<file path="src/logic/rsp_defs.vh">
`ifndef RSP_DEFS_VH
`define RSP_DEFS_VH
// clock and external reference timing
`define RSP_CLK_HZ         64'h0000000005F5E100
`define RSP_FEXT_MAX_HZ    64'h00000000003D0900
`define RSP_FEXT_MIN_MHZ   64'h0000000000000001
`define RSP_MHZ_PER_HZ     64'h00000000000003E8
`define RSP_MIN_PERIOD_CYC ((`RSP_CLK_HZ + `RSP_FEXT_MAX_HZ - 64'h1) / `RSP_FEXT_MAX_HZ)
`define RSP_MAX_PERIOD_CYC ((`RSP_CLK_HZ * `RSP_MHZ_PER_HZ) / `RSP_FEXT_MIN_MHZ)
// frequencies in units of 0.1 mHz
`define RSP_FU_PER_HZ      64'h0000000000002710
`define RSP_FEXT_NUM       (`RSP_CLK_HZ * `RSP_FU_PER_HZ)
`define RSP_FINT_MIN       40'h000000000A
`define RSP_FINT_MAX       40'h05D21DBA00
`define RSP_FHARM_LIM      40'h09502F9000
`define RSP_FINT_RST       40'h0000989680
`define RSP_NCO_MOD        40'hE8D4A51000
`define RSP_NCO_HALF       40'h746A528800
`define RSP_DEG_TO_NCO     22'h2A62B2
// phase in millidegrees
`define RSP_PH_HALF        22'sh02BF20
`define RSP_PH_FULL        22'sh057E40
`define RSP_PH_QTR         22'sh015F90
`define RSP_PH_HALF20      20'sh2BF20
`define RSP_PH_FULL20      20'sh57E40
`define RSP_HARM_MIN       7'h01
`define RSP_HARM_MAX       7'h63
// trigger modes
`define RSP_TRIG_POS       2'h0
`define RSP_TRIG_NEG       2'h1
`define RSP_TRIG_ZERO      2'h2
// register byte offsets
`define RSP_A_CTRL         12'h000
`define RSP_A_CMD          12'h004
`define RSP_A_FLO          12'h008
`define RSP_A_FHI          12'h00C
`define RSP_A_PHASE        12'h010
`define RSP_A_BLADE        12'h014
`define RSP_A_HARM         12'h018
`define RSP_A_STAT         12'h01C
`define RSP_A_FEXT_LO      12'h020
`define RSP_A_FEXT_HI      12'h024
`define RSP_A_CHOP         12'h028
// control fields and reset value
`define RSP_C_TRIG_LO      0
`define RSP_C_TRIG_HI      1
`define RSP_C_TERM         2
`define RSP_C_BLADE        3
`define RSP_CTRL_RST       4'h0
// command bits
`define RSP_K_SRC          0
`define RSP_K_PZERO        1
`define RSP_K_AUTO         2
`define RSP_K_P90          3
`define RSP_K_M90          4
`define RSP_K_HUP          5
`define RSP_K_HDN          6
`define RSP_K_H1           7
// chopper servo
`define RSP_SERVO_SH6      6'h1E
`define RSP_SERVO_SH30     6'h20
`define RSP_CHOP_TOL_SH    6'h06
`endif

</file>
<file path="src/logic/rsp_div.v">
`timescale 1ns/1ps
`include "rsp_defs.vh"
module rsp_div #(
  parameter W  = 40,
  parameter CW = 7
) (
  input  wire         clk,    // clock
  input  wire         rst_n,  // async reset, low
  input  wire         start,  // latch operands, begin
  input  wire [W-1:0] num,    // dividend
  input  wire [W-1:0] den,    // divisor
  output reg          busy,   // dividing
  output reg          done,   // quotient ready pulse
  output reg  [W-1:0] quo     // quotient
);
  localparam [31:0] W32 = W;
  reg  [W-1:0]  rem;
  reg  [W-1:0]  dsr;
  reg  [CW-1:0] cnt;
  wire [W:0]    sh  = {rem, quo[W-1]};
  wire [W:0]    dif = sh - {1'b0, dsr};

  // restoring division, one quotient bit per cycle
  always @(posedge clk or negedge rst_n) begin
    if (!rst_n) begin
      busy <= 1'b0;
      done <= 1'b0;
      quo  <= {W{1'b0}};
      rem  <= {W{1'b0}};
      dsr  <= {W{1'b0}};
      cnt  <= {CW{1'b0}};
    end else begin
      done <= 1'b0;
      if (start) begin
        busy <= 1'b1;
        quo  <= num;
        rem  <= {W{1'b0}};
        dsr  <= den;
        cnt  <= W32[CW-1:0];
      end else if (busy) begin
        if (!dif[W]) begin
          rem <= dif[W-1:0];
          quo <= {quo[W-2:0], 1'b1};
        end else begin
          rem <= sh[W-1:0];
          quo <= {quo[W-2:0], 1'b0};
        end
        cnt <= cnt - {{(CW-1){1'b0}}, 1'b1};
        if (cnt == {{(CW-1){1'b0}}, 1'b1}) begin
          busy <= 1'b0;
          done <= 1'b1;
        end
      end
    end
  end
endmodule

</file>
<file path="src/logic/rsp_refin.v">
`timescale 1ns/1ps
`include "rsp_defs.vh"
module rsp_refin #(
  parameter         W    = 40,
  parameter [W-1:0] MINP = 40'h0000000019,
  parameter [W-1:0] MAXP = 40'h174876E800
) (
  input  wire         clk,       // clock
  input  wire         rst_n,     // async reset, low
  input  wire         en,        // qualify the input
  input  wire [1:0]   trig,      // trigger mode
  input  wire         logic_in,  // logic comparator
  input  wire         zero_in,   // zero-crossing comparator
  output reg          edge_p,    // qualified edge pulse
  output reg  [W-1:0] period,    // last period, cycles
  output reg          per_ok,    // in-range period pulse
  output reg          locked     // two good periods in a row
);
  reg          lg_d;
  reg          zc_d;
  reg          seen;
  reg          good;
  reg  [W-1:0] cnt;
  reg          hit;
  wire [W-1:0] cnt1 = cnt + {{(W-1){1'b0}}, 1'b1};
  wire         inr  = seen && (cnt1 >= MINP) && (cnt1 <= MAXP);

  always @* begin
    case (trig)
      `RSP_TRIG_NEG:  hit = ~logic_in & lg_d;
      `RSP_TRIG_ZERO: hit = zero_in & ~zc_d;
      default:        hit = logic_in & ~lg_d;
    endcase
  end

  always @(posedge clk or negedge rst_n) begin
    if (!rst_n) begin
      lg_d   <= 1'b0;
      zc_d   <= 1'b0;
      seen   <= 1'b0;
      good   <= 1'b0;
      cnt    <= {W{1'b0}};
      edge_p <= 1'b0;
      period <= {W{1'b0}};
      per_ok <= 1'b0;
      locked <= 1'b0;
    end else if (!en) begin
      lg_d   <= logic_in;
      zc_d   <= zero_in;
      seen   <= 1'b0;
      good   <= 1'b0;
      cnt    <= {W{1'b0}};
      edge_p <= 1'b0;
      per_ok <= 1'b0;
      locked <= 1'b0;
    end else begin
      lg_d   <= logic_in;
      zc_d   <= zero_in;
      edge_p <= hit;
      per_ok <= hit & inr;
      if (hit) begin
        seen   <= 1'b1;
        cnt    <= {W{1'b0}};
        period <= cnt1;
        good   <= inr;
        locked <= inr & good;
      end else if (cnt >= MAXP) begin
        // too slow or no edges: amplitude gone or below range
        good   <= 1'b0;
        locked <= 1'b0;
      end else begin
        cnt <= cnt1;
      end
    end
  end
endmodule

</file>
<file path="src/logic/rsp_top.v">
// The APB interface to the registers and the register addresses were left to the implementer.
`timescale 1ns/1ps
`include "rsp_defs.vh"
module rsp_top #(
  parameter        AW             = 12,
  parameter [63:0] REF_MAX_PERIOD = `RSP_MAX_PERIOD_CYC
) (
  input  wire          pclk,          // clock, 100 MHz
  input  wire          presetn,       // async reset, low
  input  wire          psel,          // apb select
  input  wire          penable,       // apb enable
  input  wire          pwrite,        // apb direction
  input  wire [AW-1:0] paddr,         // apb byte address
  input  wire [31:0]   pwdata,        // apb write data
  output reg  [31:0]   prdata,        // apb read data
  output reg           pready,        // apb ready
  output reg           pslverr,       // apb error, unmapped
  input  wire          ref_logic_in,  // reference logic comparator
  input  wire          ref_zero_in,   // reference zero-cross comparator
  input  wire [19:0]   meas_phase,    // measured signal phase, mdeg
  input  wire          tb_ext_locked, // timebase pll locked to external
  output reg  [3:0]    ref_source,    // one-hot source
  output reg           term_50ohm,    // reference termination 50 ohm
  output reg           ac_coupled,    // reference input ac coupled
  output reg           unlock,        // loss-of-lock indicator
  output reg           external_timebase_lock_indicator, // timebase led
  output reg  [39:0]   sine_freq,     // sine out frequency, 0.1 mHz
  output reg  [39:0]   detect_freq,   // detector frequency, 0.1 mHz
  output reg  [19:0]   demod_phase,   // demodulator phase offset, mdeg
  output reg  [6:0]    harmonic,      // detection harmonic
  output reg  [15:0]   chop_ctrl,     // chopper control voltage code
  output reg           chop_blade_30, // 30/25 slot blade fitted
  output reg  [19:0]   blade_phase    // chopper blade phase, mdeg
);
  localparam [3:0] S_INT = 4'h1;
  localparam [3:0] S_EXT = 4'h2;
  localparam [3:0] S_DIF = 4'h4;
  localparam [3:0] S_CHP = 4'h8;
  localparam [63:0] MINP64 = `RSP_MIN_PERIOD_CYC;
  localparam [63:0] FXNUM64 = `RSP_FEXT_NUM;

  reg         [3:0]  src_reg;
  reg         [3:0]  ctrl_reg;
  reg         [39:0] fint_reg;
  reg         [7:0]  fhi_reg;
  reg  signed [19:0] ph_reg;
  reg  signed [19:0] blade_reg;
  reg         [6:0]  harm_reg;
  reg         [6:0]  harm_next;
  reg         [39:0] fmax_reg;
  reg         [39:0] fext_reg;
  reg         [39:0] per_hold_reg;
  reg                fext_pend_reg;
  reg                fmax_go_reg;
  reg         [39:0] nco_reg;
  reg         [39:0] bacc_reg;
  reg  signed [15:0] chop_reg;
  reg  signed [19:0] ph_next;
  reg         [31:0] rdata;
  reg                hit;

  wire        m_int = (src_reg == S_INT);
  wire        m_ext = (src_reg == S_EXT);
  wire        m_dif = (src_reg == S_DIF);
  wire        m_chp = (src_reg == S_CHP);
  wire        ref_en = ~m_int;
  wire        r_edge;
  wire [39:0] r_per;
  wire        r_ok;
  wire        r_lock;
  wire        fx_busy;
  wire        fx_done;
  wire [39:0] fx_q;
  wire        fm_busy;
  wire        fm_done;
  wire [39:0] fm_q;

  // apb: one wait state, registered answer
  wire acc_first = psel & penable & ~pready;
  wire wr        = psel & penable & pready & pwrite;
  wire w_ctrl    = wr & (paddr == `RSP_A_CTRL);
  wire w_flo     = wr & (paddr == `RSP_A_FLO);
  wire w_fhi     = wr & (paddr == `RSP_A_FHI);
  wire w_ph      = wr & (paddr == `RSP_A_PHASE);
  wire w_blade   = wr & (paddr == `RSP_A_BLADE);
  wire w_harm    = wr & (paddr == `RSP_A_HARM);
  wire [7:0] cmd = (wr & (paddr == `RSP_A_CMD)) ? pwdata[7:0] : 8'h00;

  // fold one turn back into +/-180 degrees
  function signed [19:0] wrap_ph;
    input signed [21:0] v;
    begin
      if (v > `RSP_PH_HALF)
        wrap_ph = v[19:0] - `RSP_PH_FULL20;
      else if (v < -`RSP_PH_HALF)
        wrap_ph = v[19:0] + `RSP_PH_FULL20;
      else
        wrap_ph = v[19:0];
    end
  endfunction

  // direct entry may be far out of range, so clamp it
  function signed [19:0] clamp_ph;
    input signed [31:0] v;
    begin
      if (v > `RSP_PH_HALF)
        clamp_ph = `RSP_PH_HALF20;
      else if (v < -`RSP_PH_HALF)
        clamp_ph = -`RSP_PH_HALF20;
      else
        clamp_ph = v[19:0];
    end
  endfunction

  wire signed [21:0] ph_ext  = {{2{ph_reg[19]}}, ph_reg};
  wire signed [21:0] mph_ext = {{2{meas_phase[19]}}, meas_phase};

  always @* begin
    ph_next = ph_reg;
    if (w_ph)
      ph_next = clamp_ph(pwdata);
    else if (cmd[`RSP_K_PZERO])
      ph_next = 20'sh00000;
    else if (cmd[`RSP_K_AUTO])
      ph_next = wrap_ph(ph_ext - mph_ext);
    else if (cmd[`RSP_K_P90])
      ph_next = wrap_ph(ph_ext + `RSP_PH_QTR);
    else if (cmd[`RSP_K_M90])
      ph_next = wrap_ph(ph_ext - `RSP_PH_QTR);
  end

  always @* begin
    harm_next = harm_reg;
    if (w_harm) begin
      if (pwdata[31:0] < {25'h0, `RSP_HARM_MIN})
        harm_next = `RSP_HARM_MIN;
      else if (pwdata[31:0] > {25'h0, `RSP_HARM_MAX})
        harm_next = `RSP_HARM_MAX;
      else
        harm_next = pwdata[6:0];
    end else if (cmd[`RSP_K_H1])
      harm_next = `RSP_HARM_MIN;
    else if (cmd[`RSP_K_HUP] && harm_reg < `RSP_HARM_MAX)
      harm_next = harm_reg + 7'h01;
    else if (cmd[`RSP_K_HDN] && harm_reg > `RSP_HARM_MIN)
      harm_next = harm_reg - 7'h01;
  end

  // frequency entry: high byte staged, low word commits
  wire [39:0] fcand  = {fhi_reg, pwdata};
  wire [39:0] fclamp = (fcand < `RSP_FINT_MIN) ? `RSP_FINT_MIN :
                       (fcand > fmax_reg) ? fmax_reg : fcand;
  wire [39:0] fm_lim = (fm_q < `RSP_FINT_MAX) ? fm_q : `RSP_FINT_MAX;

  always @(posedge pclk or negedge presetn) begin
    if (!presetn) begin
      src_reg   <= S_INT;
      ctrl_reg  <= `RSP_CTRL_RST;
      fint_reg  <= `RSP_FINT_RST;
      fhi_reg   <= 8'h00;
      ph_reg    <= 20'sh00000;
      blade_reg <= 20'sh00000;
      harm_reg  <= `RSP_HARM_MIN;
      fmax_reg  <= `RSP_FINT_MAX;
      fmax_go_reg <= 1'b0;
    end else begin
      if (cmd[`RSP_K_SRC]) begin
        case (src_reg)
          S_INT:   src_reg <= S_EXT;
          S_EXT:   src_reg <= S_DIF;
          S_DIF:   src_reg <= S_CHP;
          default: src_reg <= S_INT;
        endcase
      end
      if (w_ctrl)
        ctrl_reg <= pwdata[3:0];
      if (w_fhi)
        fhi_reg <= pwdata[7:0];
      if (w_flo && !m_ext)
        fint_reg <= fclamp;
      else if (fint_reg > fmax_reg)
        fint_reg <= fmax_reg;
      if (w_blade)
        blade_reg <= clamp_ph(pwdata);
      ph_reg      <= ph_next;
      harm_reg    <= harm_next;
      // a new harmonic recomputes the 4 MHz/N ceiling
      fmax_go_reg <= (harm_next != harm_reg);
      if (fm_done)
        fmax_reg <= fm_lim;
    end
  end

  rsp_div #(.W(40), .CW(7)) u_fmax (
    .clk   (pclk),
    .rst_n (presetn),
    .start (fmax_go_reg),
    .num   (`RSP_FHARM_LIM),
    .den   ({33'h0, harm_reg}),
    .busy  (fm_busy),
    .done  (fm_done),
    .quo   (fm_q)
  );

  rsp_refin #(
    .W    (40),
    .MINP (MINP64[39:0]),
    .MAXP (REF_MAX_PERIOD[39:0])
  ) u_refin (
    .clk      (pclk),
    .rst_n    (presetn),
    .en       (ref_en),
    .trig     (ctrl_reg[`RSP_C_TRIG_HI:`RSP_C_TRIG_LO]),
    .logic_in (ref_logic_in),
    .zero_in  (ref_zero_in),
    .edge_p   (r_edge),
    .period   (r_per),
    .per_ok   (r_ok),
    .locked   (r_lock)
  );

  // divider is slower than a 4 MHz period: keep only the newest period
  wire fx_go = fext_pend_reg & ~fx_busy;

  always @(posedge pclk or negedge presetn) begin
    if (!presetn) begin
      per_hold_reg  <= 40'h0000000000;
      fext_pend_reg <= 1'b0;
      fext_reg      <= 40'h0000000000;
    end else begin
      if (r_ok)
        per_hold_reg <= r_per;
      fext_pend_reg <= r_ok | (fext_pend_reg & ~fx_go);
      if (!ref_en)
        fext_reg <= 40'h0000000000;
      else if (fx_done)
        fext_reg <= fx_q;
    end
  end

  rsp_div #(.W(40), .CW(7)) u_fext (
    .clk   (pclk),
    .rst_n (presetn),
    .start (fx_go),
    .num   (FXNUM64[39:0]),
    .den   (per_hold_reg),
    .busy  (fx_busy),
    .done  (fx_done),
    .quo   (fx_q)
  );

  // internal oscillator phase, counted modulo one turn on the timebase
  wire [40:0] nsum = {1'b0, nco_reg} + {1'b0, fint_reg};
  wire [40:0] nmod = {1'b0, `RSP_NCO_MOD};
  wire [40:0] nwrp = nsum - nmod;
  wire signed [21:0] bl_ext = {{2{blade_reg[19]}}, blade_reg};
  wire [21:0] bl_pos = blade_reg[19] ? bl_ext + `RSP_PH_FULL : bl_ext;
  wire [43:0] bl_acc = bl_pos * `RSP_DEG_TO_NCO;

  // servo error: oscillator phase at chopper edge minus blade phase
  wire [41:0] e0 = {2'b00, nco_reg} - {2'b00, bacc_reg};
  wire [41:0] e1 = e0[41] ? e0 + {2'b00, `RSP_NCO_MOD} : e0;
  wire signed [41:0] e2 = (e1 > {2'b00, `RSP_NCO_HALF}) ? e1 - {2'b00, `RSP_NCO_MOD} : e1;
  wire [5:0]  sh = ctrl_reg[`RSP_C_BLADE] ? `RSP_SERVO_SH30 : `RSP_SERVO_SH6;
  wire signed [41:0] e3 = e2 >>> sh;
  wire signed [17:0] csum = {{2{chop_reg[15]}}, chop_reg} + e3[17:0];

  always @(posedge pclk or negedge presetn) begin
    if (!presetn) begin
      nco_reg  <= 40'h0000000000;
      bacc_reg <= 40'h0000000000;
      chop_reg <= 16'sh0000;
    end else begin
      nco_reg  <= nwrp[40] ? nsum[39:0] : nwrp[39:0];
      bacc_reg <= bl_acc[39:0];
      if (!m_chp)
        chop_reg <= 16'sh0000;
      else if (r_edge) begin
        // integrate so the drive holds speed once phase error is zero
        if (csum > 18'sh07FFF)
          chop_reg <= 16'sh7FFF;
        else if (csum < -18'sh08000)
          chop_reg <= -16'sh8000;
        else
          chop_reg <= csum[15:0];
      end
    end
  end

  wire [46:0] prod_i = fint_reg * harm_reg;
  wire [46:0] prod_e = fext_reg * harm_reg;
  wire [39:0] fdiff  = (fint_reg >= fext_reg) ? fint_reg - fext_reg
                                              : fext_reg - fint_reg;
  wire        chop_bad = fdiff > (fint_reg >> `RSP_CHOP_TOL_SH);

  always @* begin
    hit   = 1'b1;
    rdata = 32'h00000000;
    case (paddr)
      `RSP_A_CTRL:    rdata = {28'h0, ctrl_reg};
      `RSP_A_CMD:     rdata = 32'h00000000;
      `RSP_A_FLO:     rdata = fint_reg[31:0];
      `RSP_A_FHI:     rdata = {24'h0, fint_reg[39:32]};
      `RSP_A_PHASE:   rdata = {{12{ph_reg[19]}}, ph_reg};
      `RSP_A_BLADE:   rdata = {{12{blade_reg[19]}}, blade_reg};
      `RSP_A_HARM:    rdata = {25'h0, harm_reg};
      `RSP_A_STAT:    rdata = {25'h0, fm_busy, external_timebase_lock_indicator,
                               unlock, src_reg};
      `RSP_A_FEXT_LO: rdata = fext_reg[31:0];
      `RSP_A_FEXT_HI: rdata = {24'h0, fext_reg[39:32]};
      `RSP_A_CHOP:    rdata = {{16{chop_reg[15]}}, chop_reg};
      default:        hit = 1'b0;
    endcase
  end

  always @(posedge pclk or negedge presetn) begin
    if (!presetn) begin
      prdata  <= 32'h00000000;
      pready  <= 1'b0;
      pslverr <= 1'b0;
    end else begin
      pready  <= acc_first;
      pslverr <= acc_first & ~hit;
      if (acc_first & ~pwrite)
        prdata <= rdata;
    end
  end

  always @(posedge pclk or negedge presetn) begin
    if (!presetn) begin
      ref_source    <= S_INT;
      term_50ohm    <= 1'b0;
      ac_coupled    <= 1'b0;
      unlock        <= 1'b0;
      external_timebase_lock_indicator <= 1'b0;
      sine_freq     <= `RSP_FINT_RST;
      detect_freq   <= `RSP_FINT_RST;
      demod_phase   <= 20'h00000;
      harmonic      <= `RSP_HARM_MIN;
      chop_ctrl     <= 16'h0000;
      chop_blade_30 <= 1'b0;
      blade_phase   <= 20'h00000;
    end else begin
      ref_source  <= src_reg;
      term_50ohm  <= ctrl_reg[`RSP_C_TERM];
      // chopper lock assumes rising logic edge and 1 megohm
      ac_coupled  <= (ctrl_reg[`RSP_C_TRIG_HI:`RSP_C_TRIG_LO] == `RSP_TRIG_ZERO);
      external_timebase_lock_indicator <= tb_ext_locked;
      if (m_ext | m_dif)
        unlock <= ~r_lock;
      else if (m_chp)
        unlock <= ~r_lock | chop_bad;
      else
        unlock <= 1'b0;
      if (m_ext | m_chp)
        sine_freq <= fext_reg;
      else
        sine_freq <= fint_reg;
      if (m_dif)
        detect_freq <= fdiff;
      else if (m_int)
        detect_freq <= prod_i[39:0];
      else
        detect_freq <= prod_e[39:0];
      demod_phase   <= ph_reg;
      harmonic      <= harm_reg;
      chop_ctrl     <= chop_reg;
      chop_blade_30 <= ctrl_reg[`RSP_C_BLADE];
      blade_phase   <= blade_reg;
    end
  end
endmodule

</file>
<file path="config.mk">
export PLATFORM = sky130hd
export DESIGN_NAME = rsp_top
export DESIGN_NICKNAME = d
export VERILOG_FILES = /design/src/logic/rsp_div.v /design/src/logic/rsp_refin.v /design/src/logic/rsp_top.v
export VERILOG_INCLUDE_DIRS = /design/src /design/src/logic
export SDC_FILE = /design/constraint.sdc
export NUM_CORES = 2
export LEC_CHECK = 0
export ABC_AREA = 1
export BUFFER_PORTS_ARGS = -buffer_cell sky130_fd_sc_hd__clkbuf_2
export CAP_MARGIN = 10
export CORE_MARGIN = 2
export CORE_UTILIZATION = 35
export CTS_BUF_LIST = sky130_fd_sc_hd__clkbuf_4 sky130_fd_sc_hd__clkbuf_8
export CTS_CLUSTER_DIAMETER = 80
export DETAILED_ROUTE_END_ITERATION = 6
export PLACE_DENSITY = 0.64
export SYNTH_ARGS = -nofsm -noshare
export SYNTH_HDL_FRONTEND = slang
export SYNTH_SLANG_ARGS = --single-unit
</file>
<file path="constraint.sdc">
create_clock -name pclk -period 6.7 [get_ports pclk]
set_input_delay 0.67 -clock pclk [delete_from_list [all_inputs] [get_ports pclk]]
set_output_delay 0.67 -clock pclk [all_outputs]
set_load 0.1 [all_outputs]
</file>
==> run metrics <==
min cycle time layout=6470 ps; syn_nets=12300; reg-to-reg critical path endpoint=detect_freq[39]; worst path required time=7520 ps; fin util=41.7%; initial antenna violation count=50; clock sinks=815; footprint of the multi-input gates=0.0535 mm²; Synth area leaders=dfrtp_1 24%, fa_1 12%, nand2_1 11%, ha_1 10%, inv_1 9.4%; Mapped Area=0.0808 mm²; largest net degree at the start of global routing=173; library cells used by synthesis=76; final slew viol count=0; sequential area share after synthesis=25.3%; CTS H-Tree Depth=4; crit path max-delay cell type=dfrtp_4; average cell area after synthesis=7.31 µm²; clk_skew=75.9 ps; Routed Antenna Nets=0; # setup viols final=0; core area=0.230 mm²; routed vias=78800; number of global-route vias before repair=75200; Hold EP=ph_reg[1]; clock transition at the registers of the reported paths=70 ps; Hold/Removal Path Class=in -> reg; R2R Setup Slk=230 ps; share of the synthesized area in the top cell type=23.9%; Synth Flop Type=dfrtp_1; Tcrit/Tclk final=96.6%; IO Port Bufs=257; Die H=484 µm; critical path class=reg -> reg; final hold viol count=0; Largest stage delay, worst path=620 ps; Yosys top cell by area=dfrtp_1; hold path start=pwdata[1]; Root Buffer=clkbuf_8; Die Footprint=0.235 mm²; cell depth of the worst flop-to-flop path=32; DR pass1 iterations=7; gr usage total=27.1%; routed len/inst=21.9 µm; Post-synth EDFFs=0; Worst slew margin=10.5%; Leak Pwr=0.0491 µW; Crit. End Element=flip-flop; TritonCTS Buffers=161; CTS Buffer Depth=3; RR Startpoint=harm_reg[2]; Power, Total=57000 µW; Max Cap Violations=0; drt initial violations=7799; hold-critical path depth=3; Peak supply drop=0.371 mV; CTS tree=yes; I/O pins=258; Register Area=0.0205 mm²; Initial Utilization=35.2%; Via density=5.26; post-route setup slack=230 ps; Nets=13000; #FFs+latches synth=815; fmax=155 MHz; Site Rows=176; Cell Area, Placed=0.0891 mm²; pwr dens=595 mW/mm²; Synth async-reset ratio=100%; Commonest cells post-synth=2419 x nand2_1, 2014 x inv_1, 850 x nor2_1; DP Worst Slack=-54.8 ps; global-route wire length before repair=481000 µm; ratio of cells with drive above 1 in the final layout=15.2%; DP Wirelength=265000 µm; cell count after synthesis=11000; post-route cell area=0.0958 mm²; drt drc=0; Chip Width=484 µm; Skew-Pair Late Insertion Delay=1000 ps; Top cell by count, worst path=nand2_1; most frequent cell after synthesis=nand2_1; outcome=complete, no violations; Ys Warns=0; worst-margin pin slew=1340 ps; Area Overhead vs Synth=18.6%; grt ovf=0; critical path startpoint category=flip-flop; final RePlAce weighted congestion=1.05; crit path DAT=7290 ps; Routed WL=327000 µm; number of fill cells=23700; CP max FO=17
-- worst max-delay path, delay by kind of cell (launching register included) --
family,cells,cell delay [ps]
buffers and inverters,8,870
flip-flops,1,620
adder cells (fa/ha/maj),5,2370
AO/OA/AOI/OAI,10,1700
AND/OR/NAND/NOR,9,730
-- where the power goes --
| part | leakage (µW) | switching (µW) | internal, µW | total [µW] |
|---|---|---|---|---|
| clock network | 0.00204 | 2650 | 3510 | 6160 |
| logic | 0.0369 | 27700 | 15500 | 43200 |
| registers | 0.0102 | 1190 | 6420 | 7600 |
| total | 0.0491 | 31500 | 25400 | 57000 |
-- logic make-up after synthesis --
kind of cell               synth area share, %
and+or+nand+nor                           21.1
muxes                                    0.761
buffers and inverters                     11.1
AOI/OAI and AO/OA                         15.2
adders and majority gates                 22.6
DFF                                       25.3
xor gates and xnor gates                  3.94
-- cell type report --
| class | instances | area share (%) |
|---|---|---|
| Antenna cell | 41 | 0.107 |
| Inverter | 2051 | 8.05 |
| Clock buffer | 239 | 3.21 |
| Timing Repair Buffer | 882 | 6.51 |
| Tap cell | 3026 | 3.95 |
| Clock inverter | 59 | 0.932 |
| Sequential cell | 815 | 21.4 |
| Multi-Input combinational cell | 7850 | 55.8 |
-- cell usage in the layout (no fill, tap or decap), drive strengths merged, types with 252 or more instances in the layout --
cell,n
a21oi,673
buf,619
clkbuf,496
dfrtp,772
fa,489
ha,677
inv,2048
nand2,2458
nand3,411
nor2,880
o21ai,805
xor2,252
-- stage by stage --
stage	hold slack, ps	setup TNS (ps)	instances
3_5_place_dp	426	-647	14600
6_report	127	0	15000
2_1_floorplan	352	0	11000
5_1_grt	73.4	-971	15000
3_3_place_gp	418	-245	14600
4_1_cts	26.1	0	14900
-- worst max-delay path by stage --
stage                         startpoint              end  slack (ps)  depth (start not counted)
final                        harm_reg[2]  detect_freq[39]         230                         32
after floorplan            blade_reg[10]     bacc_reg[38]          70                         36
after CTS                    nco_reg[23]      chop_reg[7]          10                         50
after global placement    blade_phase[0]      chop_reg[7]         -30                         56
after detailed placement  blade_phase[0]     chop_reg[12]         -50                         56
after global routing        blade_reg[6]     bacc_reg[36]        -110                         28
-- routing by layer --
| layer | track usage (%) | routed length [µm] | vias to the layer above |
|---|---|---|---|
| met5 | 0 | 106 | - |
| met3 | 5.97 | 29100 | 719 |
| met1 | 36.2 | 138000 | 37500 |
| li1 | - | - | 37100 |
| met2 | 40.0 | 139000 | 3438 |
| met4 | 16.1 | 21500 | 18 |
-- timing repair --
item	CTS	global route
hold endpoints to repair	77	0
pin swaps	1	123
hold buffers	6	0
setup buffers	0	51
setup endpoints to repair	16	40
gates cloned	0	3
gates resized for setup	4	547
No activity file was read; power rests on OpenSTA's default activity.
